**src/include/cca_pkg.sv**
```systemverilog
// Purpose: Shared constants for the counter array block
// Assumes: Byte-wide register port, five capture/compare modules
// Notes:   Register addresses are local to this block's register port
package cca_pkg;

	// --------------------------------------------------------------
	// Sizes
	// --------------------------------------------------------------
	localparam int CCA_MODS    = 5;
	localparam int CCA_AW      = 6;
	localparam int CCA_WDT_MOD = 4;

	// --------------------------------------------------------------
	// Register addresses
	// --------------------------------------------------------------
	localparam logic [5:0] CCA_A_CNT_LO = 6'h00;
	localparam logic [5:0] CCA_A_CNT_HI = 6'h01;
	localparam logic [5:0] CCA_A_MODE   = 6'h02;
	localparam logic [5:0] CCA_A_CTRL   = 6'h03;
	localparam logic [5:0] CCA_A_MMODE0 = 6'h10;
	localparam logic [5:0] CCA_A_VLO0   = 6'h18;
	localparam logic [5:0] CCA_A_VHI0   = 6'h20;

	// --------------------------------------------------------------
	// Array mode register fields
	// --------------------------------------------------------------
	localparam int CCA_MD_IDLE  = 7;
	localparam int CCA_MD_WDT   = 6;
	localparam int CCA_MD_TB_HI = 3;
	localparam int CCA_MD_TB_LO = 1;
	localparam int CCA_MD_OVFIE = 0;

	// --------------------------------------------------------------
	// Array control register fields
	// --------------------------------------------------------------
	localparam int CCA_CN_OVF = 7;
	localparam int CCA_CN_RUN = 6;

	// --------------------------------------------------------------
	// Module mode register fields
	// --------------------------------------------------------------
	localparam int CCA_MM_W16  = 7;
	localparam int CCA_MM_ECOM = 6;
	localparam int CCA_MM_RISE = 5;
	localparam int CCA_MM_FALL = 4;
	localparam int CCA_MM_MAT  = 3;
	localparam int CCA_MM_TOG  = 2;
	localparam int CCA_MM_PWM  = 1;
	localparam int CCA_MM_IRQ  = 0;

	// --------------------------------------------------------------
	// Timebase selection and dividers
	// --------------------------------------------------------------
	localparam logic [2:0] CCA_TB_DIV12 = 3'h0;
	localparam logic [2:0] CCA_TB_DIV4  = 3'h1;
	localparam logic [2:0] CCA_TB_T0    = 3'h2;
	localparam logic [2:0] CCA_TB_EXT   = 3'h3;
	localparam logic [2:0] CCA_TB_SYS   = 3'h4;
	localparam logic [2:0] CCA_TB_OSC8  = 3'h5;
	localparam logic [3:0] CCA_DIV12_LAST = 4'hB;
	localparam logic [3:0] CCA_DIV4_LAST  = 4'h3;
	localparam logic [3:0] CCA_OSC8_LAST  = 4'h7;

	// --------------------------------------------------------------
	// Count values
	// --------------------------------------------------------------
	localparam logic [15:0] CCA_CNT_MAX  = 16'hFFFF;
	localparam logic [15:0] CCA_CNT_ZERO = 16'h0000;
	localparam logic [7:0]  CCA_BYTE_ZERO = 8'h00;

endpackage

```
**src/rtl/cca_timebase.sv**
```systemverilog
// Purpose: Selects and generates the counter increment tick
// Assumes: All inputs synchronous to clk_sys
// Notes:   Prescalers free-run; tick is gated by run
`timescale 1ns/1ns
module cca_timebase (
	// Clock and reset
	input  wire logic       clk_sys,
	input  wire logic       rst,
	// Control
	input  wire logic [2:0] timebaseSelect,
	input  wire logic       run,
	// Sources
	input  wire logic       timer0Ovf,
	input  wire logic       externalCountInput,
	input  wire logic       extOscIn,
	// Tick out
	output logic            tick
);
	import cca_pkg::*;

	typedef struct packed {
		logic [3:0] div12;
		logic [3:0] div4;
		logic [3:0] osc8;
		logic       extPrev;
		logic       oscPrev;
		logic       tick;
	} cca_tb_state_t;

	cca_tb_state_t s_reg;
	cca_tb_state_t s_next;

	always_comb
	begin
		s_next = s_reg;
		s_next.extPrev = externalCountInput;
		s_next.oscPrev = extOscIn;
		s_next.div12 = (s_reg.div12 == CCA_DIV12_LAST) ? '0 :
			s_reg.div12 + 4'h1;
		s_next.div4 = (s_reg.div4 == CCA_DIV4_LAST) ? '0 :
			s_reg.div4 + 4'h1;
		if (extOscIn && !s_reg.oscPrev)
		begin
			s_next.osc8 = (s_reg.osc8 == CCA_OSC8_LAST) ? '0 :
				s_reg.osc8 + 4'h1;
		end
		case (timebaseSelect)
			CCA_TB_DIV12: s_next.tick = run && s_reg.div12 == CCA_DIV12_LAST;
			CCA_TB_DIV4:  s_next.tick = run && s_reg.div4 == CCA_DIV4_LAST;
			CCA_TB_T0:    s_next.tick = run && timer0Ovf;
			CCA_TB_EXT:   s_next.tick = run && s_reg.extPrev &&
				!externalCountInput;
			CCA_TB_SYS:   s_next.tick = run;
			CCA_TB_OSC8:  s_next.tick = run && extOscIn && !s_reg.oscPrev &&
				s_reg.osc8 == CCA_OSC8_LAST;
			default:      s_next.tick = 1'h0;
		endcase
	end

	always_ff @(posedge clk_sys or posedge rst)
	begin
		if (rst)
			s_reg <= '0;
		else
			s_reg <= s_next;
	end

	assign tick = s_reg.tick;
endmodule // cca_timebase

```
**src/rtl/cca_edge.sv**
```systemverilog
// Purpose: Edge detection on the five module input lines
// Assumes: Inputs synchronous to clk_sys
// Notes:   Pulses are one cycle long, one cycle after the edge
`timescale 1ns/1ns
module cca_edge (
	// Clock and reset
	input  wire logic       clk_sys,
	input  wire logic       rst,
	// Lines
	input  wire logic [4:0] lineIn,
	// Edge pulses
	output logic      [4:0] rise,
	output logic      [4:0] fall
);
	import cca_pkg::*;

	typedef struct packed {
		logic [4:0] prev;
		logic [4:0] rise;
		logic [4:0] fall;
	} cca_edge_state_t;

	cca_edge_state_t s_reg;
	cca_edge_state_t s_next;

	always_comb
	begin
		s_next = s_reg;
		s_next.prev = lineIn;
		s_next.rise = lineIn & ~s_reg.prev;
		s_next.fall = ~lineIn & s_reg.prev;
	end

	always_ff @(posedge clk_sys or posedge rst)
	begin
		if (rst)
			s_reg <= '0;
		else
			s_reg <= s_next;
	end

	assign rise = s_reg.rise;
	assign fall = s_reg.fall;

endmodule // cca_edge

```
**src/rtl/cca_counter_array.sv**
```systemverilog
// Purpose: Counter array with five capture/compare modules
// Assumes: Single clock; byte register port with read/write strobes
// Notes:   Watchdog restrictions only; watchdog reset lives elsewhere
`timescale 1ns/1ns

module cca_counter_array (
	// Clock and reset
	input  wire logic                       clk_sys,
	input  wire logic                       rst,
	// Register port
	input  wire logic                       regWrite,
	input  wire logic                       regRead,
	input  wire logic [cca_pkg::CCA_AW-1:0] regAddr,
	input  wire logic [7:0]                 regWrData,
	output logic      [7:0]                 regRdData,
	// System inputs
	input  wire logic                       cpuIdle,
	input  wire logic                       timer0Ovf,
	input  wire logic                       externalCountInput,
	input  wire logic                       extOscIn,
	// Module lines
	input  wire logic [4:0]                 moduleIoLineIn,
	output logic      [4:0]                 moduleIoLineOut,
	output logic      [4:0]                 moduleIoLineOeN,
	// Status
	output logic                            irqReq,
	output logic                            watchdogEnabled
);
	import cca_pkg::*;

	// --------------------------------------------------------------
	// State
	// --------------------------------------------------------------
	typedef struct packed {
		logic [15:0]                count;
		logic [7:0]                 snapshot;
		logic                       idleSuspend;
		logic                       watchdogEnable;
		logic [2:0]                 timebaseSelect;
		logic                       overflowIrqEnable;
		logic                       runEnable;
		logic                       counterOverflowFlag;
		logic [CCA_MODS-1:0]        moduleMatchFlag;
		logic [CCA_MODS-1:0][7:0]   moduleModeReg;
		logic [CCA_MODS-1:0][7:0]   valueLow;
		logic [CCA_MODS-1:0][7:0]   valueHigh;
		logic [CCA_MODS-1:0]        ioOut;
		logic [CCA_MODS-1:0]        ioOeN;
		logic                       step;
		logic [7:0]                 rdData;
		logic                       irq;
	} cca_state_t;

	cca_state_t s_reg;
	cca_state_t s_next;

	logic       counting;
	logic       tick;
	logic [4:0] capRise;
	logic [4:0] capFall;

	function automatic logic modHit(input logic [5:0] a,
		input logic [5:0] base, input int n);
		return a == base + 6'(n);
	endfunction

	// --------------------------------------------------------------
	// Timebase and edge detection
	// --------------------------------------------------------------
	// idle gating
	assign counting = (s_reg.runEnable | s_reg.watchdogEnable) &
		~(s_reg.idleSuspend & cpuIdle);

	cca_timebase u_timebase (
		.clk_sys            (clk_sys),
		.rst                (rst),
		.timebaseSelect     (s_reg.timebaseSelect),
		.run                (counting),
		.timer0Ovf          (timer0Ovf),
		.externalCountInput (externalCountInput),
		.extOscIn           (extOscIn),
		.tick               (tick)
	);

	cca_edge u_edge (
		.clk_sys (clk_sys),
		.rst     (rst),
		.lineIn  (moduleIoLineIn),
		.rise    (capRise),
		.fall    (capFall)
	);

	// --------------------------------------------------------------
	// Next state
	// --------------------------------------------------------------
	always_comb
	begin
		logic [7:0]  m;
		logic        full;
		logic        lowMatch;
		logic        modWrOk;
		logic [4:0]  irqEn;
		m = '0;
		full = 1'h0;
		lowMatch = 1'h0;
		modWrOk = 1'h0;
		irqEn = '0;
		s_next = s_reg;
		s_next.step = tick;

		// Counter and overflow
		if (tick)
		begin
			s_next.count = s_reg.count + 16'h0001;
		end

		// Register reads
		if (regRead)
		begin
			if (regAddr == CCA_A_CNT_LO)
			begin
				s_next.rdData = s_reg.count[7:0];
				s_next.snapshot = s_reg.count[15:8];
			end
			else if (regAddr == CCA_A_CNT_HI)
				s_next.rdData = s_reg.snapshot;
			else if (regAddr == CCA_A_MODE)
				s_next.rdData = {s_reg.idleSuspend, s_reg.watchdogEnable,
					2'h0, s_reg.timebaseSelect, s_reg.overflowIrqEnable};
			else if (regAddr == CCA_A_CTRL)
				s_next.rdData = {s_reg.counterOverflowFlag, s_reg.runEnable,
					1'h0, s_reg.moduleMatchFlag};
			else
			begin
				s_next.rdData = CCA_BYTE_ZERO;
				for (int i = 0; i < CCA_MODS; i++)
				begin
					if (modHit(regAddr, CCA_A_MMODE0, i))
						s_next.rdData = s_reg.moduleModeReg[i];
					else if (modHit(regAddr, CCA_A_VLO0, i))
						s_next.rdData = s_reg.valueLow[i];
					else if (modHit(regAddr, CCA_A_VHI0, i))
						s_next.rdData = s_reg.valueHigh[i];
				end
			end
		end

		// Register writes
		if (regWrite)
		begin
			if (regAddr == CCA_A_CNT_LO && !s_reg.watchdogEnable)
				s_next.count[7:0] = regWrData;
			else if (regAddr == CCA_A_CNT_HI && !s_reg.watchdogEnable)
				s_next.count[15:8] = regWrData;
			else if (regAddr == CCA_A_MODE)
			begin
				s_next.watchdogEnable = regWrData[CCA_MD_WDT];
				if (!s_reg.watchdogEnable)
				begin
					s_next.idleSuspend = regWrData[CCA_MD_IDLE];
					s_next.timebaseSelect =
						regWrData[CCA_MD_TB_HI:CCA_MD_TB_LO];
					s_next.overflowIrqEnable = regWrData[CCA_MD_OVFIE];
				end
			end
			else if (regAddr == CCA_A_CTRL)
			begin
				s_next.counterOverflowFlag = regWrData[CCA_CN_OVF];
				s_next.runEnable = regWrData[CCA_CN_RUN];
				s_next.moduleMatchFlag = regWrData[CCA_MODS-1:0];
			end
		end

		// overflow sets flag, wins over a clear
		if (tick && s_reg.count == CCA_CNT_MAX)
			s_next.counterOverflowFlag = 1'h1;

		for (int i = 0; i < CCA_MODS; i++)
		begin
			modWrOk = !(i == CCA_WDT_MOD && s_reg.watchdogEnable);
			if (regWrite && modWrOk)
			begin
				if (modHit(regAddr, CCA_A_MMODE0, i))
					s_next.moduleModeReg[i] = regWrData;
				else if (modHit(regAddr, CCA_A_VLO0, i))
				begin
					s_next.valueLow[i] = regWrData;
					s_next.moduleModeReg[i][CCA_MM_ECOM] = 1'h0;
				end
				else if (modHit(regAddr, CCA_A_VHI0, i))
				begin
					s_next.valueHigh[i] = regWrData;
					s_next.moduleModeReg[i][CCA_MM_ECOM] = 1'h1;
				end
			end

			m = s_reg.moduleModeReg[i];
			full = s_reg.count == {s_reg.valueHigh[i], s_reg.valueLow[i]};
			lowMatch = s_reg.count[7:0] == s_reg.valueLow[i];

			if (!m[CCA_MM_MAT] && !m[CCA_MM_TOG] && !m[CCA_MM_PWM] &&
				((m[CCA_MM_RISE] && capRise[i]) ||
				(m[CCA_MM_FALL] && capFall[i])))
			begin
				s_next.valueLow[i] = s_reg.count[7:0];
				s_next.valueHigh[i] = s_reg.count[15:8];
				s_next.moduleMatchFlag[i] = 1'h1;
			end

			if (m[CCA_MM_ECOM] && s_reg.step)
			begin
				if (m[CCA_MM_PWM] && m[CCA_MM_TOG])
				begin
					// zero step wraps after 256 ticks
					if (lowMatch)
					begin
						s_next.ioOut[i] = !s_reg.ioOut[i];
						s_next.valueLow[i] = s_reg.valueLow[i] +
							s_reg.valueHigh[i];
					end
				end
				else if (m[CCA_MM_PWM] && m[CCA_MM_W16])
				begin
					if (full)
						s_next.ioOut[i] = 1'h1;
					else if (s_reg.count == CCA_CNT_ZERO)
						s_next.ioOut[i] = 1'h0;
					if (full && m[CCA_MM_MAT])
						s_next.moduleMatchFlag[i] = 1'h1;
				end
				else if (m[CCA_MM_PWM])
				begin
					if (s_reg.count[7:0] == CCA_BYTE_ZERO)
					begin
						s_next.valueLow[i] = s_reg.valueHigh[i];
						s_next.ioOut[i] =
							s_reg.valueHigh[i] == CCA_BYTE_ZERO;
					end
					else if (lowMatch)
						s_next.ioOut[i] = 1'h1;
				end
				else if (m[CCA_MM_MAT] && full)
				begin
					s_next.moduleMatchFlag[i] = 1'h1;
					if (m[CCA_MM_TOG])
						s_next.ioOut[i] = !s_reg.ioOut[i];
				end
			end

			if (m[CCA_MM_PWM] && !m[CCA_MM_ECOM])
				s_next.ioOut[i] = 1'h0;

			s_next.ioOeN[i] = !(s_next.moduleModeReg[i][CCA_MM_TOG] ||
				s_next.moduleModeReg[i][CCA_MM_PWM]);
			irqEn[i] = s_next.moduleModeReg[i][CCA_MM_IRQ];
		end

		s_next.irq = (s_next.counterOverflowFlag &
			s_next.overflowIrqEnable) |
			(|(s_next.moduleMatchFlag & irqEn));
	end

	// --------------------------------------------------------------
	// Registers
	// --------------------------------------------------------------
	always_ff @(posedge clk_sys or posedge rst)
	begin
		if (rst)
		begin
			s_reg <= '0;
			s_reg.watchdogEnable <= 1'h1;
			s_reg.ioOeN <= '1;
		end
		else
			s_reg <= s_next;
	end

	assign regRdData = s_reg.rdData;
	assign moduleIoLineOut = s_reg.ioOut;
	assign moduleIoLineOeN = s_reg.ioOeN;
	assign irqReq = s_reg.irq;
	assign watchdogEnabled = s_reg.watchdogEnable;
endmodule // cca_counter_array

```
**config.mk**
```make
export PLATFORM = sky130hd
export DESIGN_NAME = cca_counter_array
export DESIGN_NICKNAME = d
export VERILOG_FILES = /design/src/include/cca_pkg.sv /design/src/rtl/cca_timebase.sv /design/src/rtl/cca_edge.sv /design/src/rtl/cca_counter_array.sv
export SDC_FILE = /design/constraint.sdc
export NUM_CORES = 1
export LEC_CHECK = 0
export ABC_AREA = 0
export BUFFER_PORTS_ARGS = -buffer_cell sky130_fd_sc_hd__clkbuf_2
export CORE_ASPECT_RATIO = 0.5
export CORE_MARGIN = 2
export CORE_UTILIZATION = 40
export CTS_CLUSTER_SIZE = 28
export DETAILED_ROUTE_END_ITERATION = 10
export GPL_TIMING_DRIVEN = 0
export PLACE_DENSITY_LB_ADDON = 0.25
export SYNTH_ARGS = -nofsm -noshare
export SYNTH_HDL_FRONTEND = slang
export SYNTH_HIERARCHICAL = 1
export SYNTH_SLANG_ARGS = --single-unit
```
**constraint.sdc**
```tcl
create_clock -name clk_sys -period 8 [get_ports clk_sys]
set_input_delay 1.2 -clock clk_sys [delete_from_list [all_inputs] [get_ports clk_sys]]
set_output_delay 1.2 -clock clk_sys [all_outputs]
set_load 0.005 [all_outputs]
```
; ---- After elaboration in Yosys (flattened, before gate mapping)
; Index checks and enable logic that the tools add are counted.
[totals]
ff_bits = 207
input_bits = 27
output_inout_bits = 20
word_cells = 530
[classes]
n_addsub = 9
eq_ne = 62
n_mux = 222
n_bitwise = 15
n_reduce_logical = 170
[op_table]
columns = cell, count
row1 = two-way mux 8 bit, 100
row2 = two-way mux 1 bit, 104
row3 = == test 16 bit, 5
row4 = logical AND 1 bit, 63
row5 = "== test 6 x 5 -> 1 bit, second input constant", 10
row6 = nonzero test 5 bit, 10
row7 = logical NOT 8 bit, 6
row8 = adder 8 bit, 5
row9 = == test 8 bit, 5
row10 = logical NOT 1 bit, 33
row11 = two-way mux 16 bit, 2
row12 = "== test 6 bit, second input constant", 5
row13 = two-way mux 3 bit, 10
row14 = AND reduction 6 bit, 5
row15 = nonzero test 2 bit, 15
row16 = "inequality test 5 x 1 -> 1 bit, second input constant", 5
row17 = AND reduction 4 bit, 6
row18 = AND reduction 2 bit, 11
row19 = "inequality test 2 x 1 -> 1 bit, second input constant", 10
row20 = "inequality test 5 x 4 -> 1 bit, second input constant", 4
row21 = "adder 16 x 1 -> 16 bit, second input constant", 1
row22 = "== test 16 bit, second input constant", 1
row23 = logical NOT 16 bit, 1
row24 = bitwise AND 5 bit, 3
row25 = other kinds (24), 58

; ---- Logic depth before layout (Yosys ltp)
[depth]
ltp_word = 20
ltp_mapped = 12
depth_no_buf = 10

; ---- Hierarchy
; The synthesis kept the hierarchy.
[by_module_without_submodules]
columns = mod, n_inst, cells_each, area_per_inst_um2, seq_area_each_um2
row1 = cca_counter_array, 1, 1551, 13455.4, 4436.8
row2 = cca_timebase, 1, 53, 640.6, 375.4
row3 = cca_edge, 1, 36, 541.8, 375.4

; ---- Least setup slack after synthesis
; No wires, ideal clock.
[synth_timing]
path_kind = input-to-reg
startpoint = input port regAddr[2] (netlist bit)
endpoint = register s_reg, in the netlist irqReq
setup_time_ns = 0.139
t_arrival_ns = 3.438
required_time_ns = 7.861
slack_ns = 4.424
stages = 8
n_path_buf = 2
path_cell_list = buf_6 > or4b_1 > buf_4 > nor2_1 > mux2_2 > a22oi_2 > nand4_1 > or4_1
[synth_rtl]
columns = item, line
row1 = start: declaration, cca_counter_array.sv:13  ; input wire logic [cca_pkg::CCA_AW-1:0] regAddr,
row2 = end signal: assignment, cca_counter_array.sv:275  ; s_reg <= s_next;
row3 = end: declaration, cca_counter_array.sv:54  ; cca_state_t s_reg;

; ---- Final worst setup path
[layout_timing]
startpoint = register s_reg[162] (netlist bit)
endpoint = register s_reg, in the netlist moduleIoLineOut[1]
[layout_via]
elab_chain_len = 7
word_cells_on_any_way = 17
cone_classes = eq/ne (5) / mux (7) / reduce/logical (5)
[layout_lines]
columns = item, line
row1 = logical NOT 8 bit, cca_counter_array.sv:233  ; if (s_reg.count[7:0] == CCA_BYTE_ZERO)
row2 = two-way mux 1 bit, cca_counter_array.sv:233
row3 = two-way mux 1 bit, cca_counter_array.sv:231  ; else if (m[CCA_MM_PWM])
row4 = two-way mux 1 bit, cca_counter_array.sv:222  ; else if (m[CCA_MM_PWM] && m[CCA_MM_W16])
row5 = two-way mux 1 bit, cca_counter_array.sv:212  ; if (m[CCA_MM_PWM] && m[CCA_MM_TOG])
row6 = two-way mux 1 bit, cca_counter_array.sv:210  ; if (m[CCA_MM_ECOM] && s_reg.step)
row7 = two-way mux 1 bit, cca_counter_array.sv:250  ; if (m[CCA_MM_PWM] && !m[CCA_MM_ECOM])
; Several ways; a longest one is shown, not always the timed one. The select of a mux whose other input is x is not followed.
; A chain may end at the register's enable or synchronous reset.

==> results_tabular.tex <==
\begin{tabular}{lr}
\hline
Metric & Value \\
\hline
\multicolumn{2}{l}{\textbf{Outcome}} \\
Result of the run & completed \\
\multicolumn{2}{l}{\textbf{STA}} \\
RSZ-0062 raised after global routing & false \\
Final-report setup violation count & 0 \\
Worst hold margin & about 0.47 ns \\
Slew at the pin closest to its max-slew limit & approximately 1.4 ns \\
Max Transition Viols Final & 0 \\
Clock period minus final worst setup slack & slightly below 5 ns \\
Worst setup skew after layout & between 0.015 and 0.02 ns \\
Worst rel slew slack & approximately a tenth \\
Final hold violation count & 0 \\
Achievable Freq & approximately 200 MHz \\
Post-route clock period utilization & around three fifths \\
\multicolumn{2}{l}{\textbf{Logic synthesis}} \\
Area share of the leading cell type in the synthesized netlist & between 30\% and 40\% \\
Most common cell in the synthesized netlist & dfrtp\_1 \\
Synth area leaders & dfrtp\_1 (34\%), mux2i\_1 (6.3\%), xnor2\_1 (5.4\%) \\
Multiplexer fraction of the synthesized cell area & a little under an eighth \\
Count of different cell masters after synthesis & 84 \\
Post-synthesis instance area & between 10000 and 15000 um2 \\
Dominant combinational cell family by area after synthesis & compound AO/OA/AOI/OAI gates \\
Post-synth net total & 1712 \\
Number of synthesized flops with an enable pin & 0 \\
Most frequently used flop master after synthesis & dfrtp\_1 \\
Proportion of register bits with asynchronous set or reset after synthesis & 100\% \\
Synthesized-area fraction occupied by adder cells & between 4 and 5\% \\
Post-synthesis compound-gate area fraction & about a fifth \\
Count of state elements after synthesis & between 200 and 250 \\
Count of mapped cells out of synthesis & 1640 \\
Simple-gate portion of the synthesized area & between 10\% and 20\% \\
Mean Syn Cell Area & around 8.9 um2 \\
Number of warnings printed during yosys synthesis & 6 \\
Sequential element share of the synthesized area & 35.4\% \\
Xor and xnor fraction of the mapped netlist area & 7.72\% \\
Post-synthesis cell type with the largest combined area & dfrtp\_1 \\
Synth cell count leaders & dfrtp\_1 (201), nor2\_1 (153), a21oi\_1 (130), nand2\_1 (112), clkbuf\_1 (95) \\
\multicolumn{2}{l}{\textbf{Job}} \\
Number of max-capacitance violations reported & 0 \\
\multicolumn{2}{l}{\textbf{Pwr}} \\
Worst supply voltage drop on vdd & 0.000198 V \\
LEAKAGE & approximately 7 nW \\
PwrDens & around 340 nW/um2 \\
\multicolumn{2}{l}{\textbf{Clock network}} \\
CTS tree & done \\
Clock transition at the registers of the reported paths & about 0.070 ns \\
Cts repair resizes & 0 \\
Sink count of the clock tree & 207 \\
Clock insertion delay at the later pin of the skew report & between 0.5 and 0.6 ns \\
Clock buffer count from CTS & 22 \\
Clock Tree Root & clkbuf\_16 \\
Number of setup buffers added after CTS & 0 \\
Count of hold buffers inserted by post-cts repair & 0 \\
H-tree levels & 1 \\
Number of buffers on the longest clock path & 3 \\
\multicolumn{2}{l}{\textbf{Critical path}} \\
Kind of start point of the critical path & register \\
Required time of the critical path & between 8 and 9 ns \\
Depth of the worst register-to-register path & 12 \\
Arrival time of the worst setup path & approximately 5.3 ns \\
WS Path Type & register to register \\
Source of the worst register-to-register timing path & s\_reg[162] \\
Endpoint of the lowest-slack register-to-register path & moduleIoLineOut[1] \\
Sort of element at the end of the critical path & register \\
Worst-path maximum fanout & 10 \\
Internal reg-to-reg setup slack & approximately 3.1 ns \\
\multicolumn{2}{l}{\textbf{Placement}} \\
DP Wirelength & between 40000 and 50000 um \\
Count of input and output buffers & 36 \\
Placed insts & approximately 2.2k \\
Final Wtd Congestion & between 1 and 1.5 \\
\multicolumn{2}{l}{\textbf{Detailed routing}} \\
Via-to-Cell Ratio & 6.38 \\
DRT iter0 DRCs & a little under 2k \\
Routed len/inst & $\sim$27 um \\
Length of routed met2 wiring & between 20000 and 25000 um \\
Residual DRC & 0 \\
Routed WL & between 50000 and 60000 um \\
Via count & roughly 14k \\
Met3 wirelength from detailed routing & 7050 um \\
Uppermost metal layer occupied by signal nets & met5 \\
Total routed wire length on the met1 layer & between 20000 and 25000 um \\
Total iterations of the first detailed-routing run & 5 \\
Final antenna-violating net count & 0 \\
\multicolumn{2}{l}{\textbf{Cells and area}} \\
Number of non-filler instances in the completed layout & 2202 \\
Fraction of layout instances using a drive strength above 1 & around an eighth \\
Nets & roughly 1.8k \\
Share of the core filled with cells in the final layout & a little under half \\
Number of flip-flops in the largest register & 157 \\
Growth of design area from synthesis to finish & 10.8\% \\
\multicolumn{2}{l}{\textbf{Global route}} \\
Antenna violations before repair & 3 \\
Total gr overflow & 0 \\
Number of global-route vias before repair & 13.1k \\
Largest net degree at the start of global routing & roughly 110 \\
Wire length of the first global-routing pass & 87100 um \\
Overall track demand over capacity in global routing & between 30\% and 40\% \\
\multicolumn{2}{l}{\textbf{Min path}} \\
Hold Crit Endpoint & u\_timebase/s\_reg[11] \\
Worst hold path class & register to register \\
Cell depth of the worst min-delay path & 1 \\
Launch point of the worst hold path & u\_timebase/s\_reg[11] \\
\multicolumn{2}{l}{\textbf{Floorplanning}} \\
IO Pins & 47 \\
Die area & $\sim$38000 um2 \\
Die height & 139 um \\
Core outline area & about 36000 um2 \\
Total number of placement rows & 49 \\
Initial cell density of the core & about two fifths \\
Die X & around 270 um \\
\hline
\end{tabular}
==> through the flow <==
step	instance area, um2	power (W)	worst slack, ns	setup TNS [ns]
4_1_cts	16200	0.00548	3.39	0
2_1_floorplan	14600	0.00352	2.01	0
5_1_grt	16200	0.00587	3.18	0
6_report	16200	0.00557	3.12	0
3_3_place_gp	15400	0.00433	-0.584	-95.71
3_5_place_dp	15500	0.00436	3.43	0
==> worst max path at each step <==
stage / start / slack (ns) / endpoint
2_1_floorplan: rst / 2.01 / irqReq
4_1_cts: s_reg[161] / 3.39 / moduleIoLineOut[1]
3_5_place_dp: s_reg[161] / 3.43 / moduleIoLineOut[1]
6_report: s_reg[162] / 3.12 / moduleIoLineOut[1]
5_1_grt: s_reg[162] / 3.18 / moduleIoLineOut[1]
3_3_place_gp: rst / -0.58 / s_reg[63]
==> power by group <==
group	switching, W	internal [W]
logic	0.00142	0.00111
clock network	0.000471	0.000640
registers	0.000576	0.00135
total	0.00247	0.00310
==> per-layer routing <==
metal	vias to the layer above	track usage (%)
li1	6065	-
met3	222	7.90
met5	-	0
met2	936	41.9
met4	4	18.0
met1	6820	43.5
==> placed cells by master, fill, tap and decap left out, types with 8 or more instances in the layout <==
master | netlist | routed
clkbuf_16 | 0 | 23
mux2_2 | 53 | 53
clkbuf_1 | 95 | 100
xor2_1 | 39 | 39
a21oi_1 | 130 | 130
nor2b_1 | 17 | 17
ha_1 | 40 | 40
buf_4 | 30 | 30
nor4_1 | 24 | 24
a21o_1 | 13 | 13
a221oi_1 | 8 | 8
nand2_1 | 112 | 112
nor3_1 | 22 | 22
dfrtp_1 | 201 | 201
clkbuf_2 | 0 | 36
o211ai_1 | 17 | 17
a22oi_1 | 24 | 24
a211oi_1 | 13 | 13
mux2i_1 | 92 | 92
inv_1 | 43 | 42
xnor2_1 | 90 | 90
buf_1 | 10 | 10
o221ai_1 | 10 | 10
a31oi_1 | 15 | 15
nand3_1 | 43 | 43
o22ai_1 | 34 | 34
a221o_1 | 12 | 12
o21ai_0 | 85 | 85
nand4_1 | 30 | 30
nand2b_1 | 14 | 14
and2b_2 | 10 | 10
nor2_1 | 153 | 153
and2_1 | 13 | 13
buf_2 | 10 | 10
==> cell type report <==
type	count	area [um2]
fill	3553	19800
buffer	146	681
antenna	2	5.00
clock buffer	30	622
clock inverter	9	123
sequential	207	5190
multi-input combinational	1244	8610
timing repair buffer	37	208
tap	484	606
inverter	43	169
==> worst max-delay path: stages, from the launching register on <==
cell and delay (ns):
dfrtp_1 0.35, clkbuf_1 0.64, clkbuf_1 0.95, inv_1 0.11, ha_1 0.22, nor4b_2 0.18
and2_1 0.19, clkbuf_1 0.44, and3_1 0.53, or4_1 0.58, o211ai_1 0.11, a21oi_1 0.11
mux2_1 0.33
==> cells by family after synthesis <==
kind of cell,after synthesis
fa+ha+maj,45
simple gates,489
xor+xnor,129
buf+inv,189
flops,207
mux,154
compound gates,427
Note: power is estimated with default switching activity, not from simulation.
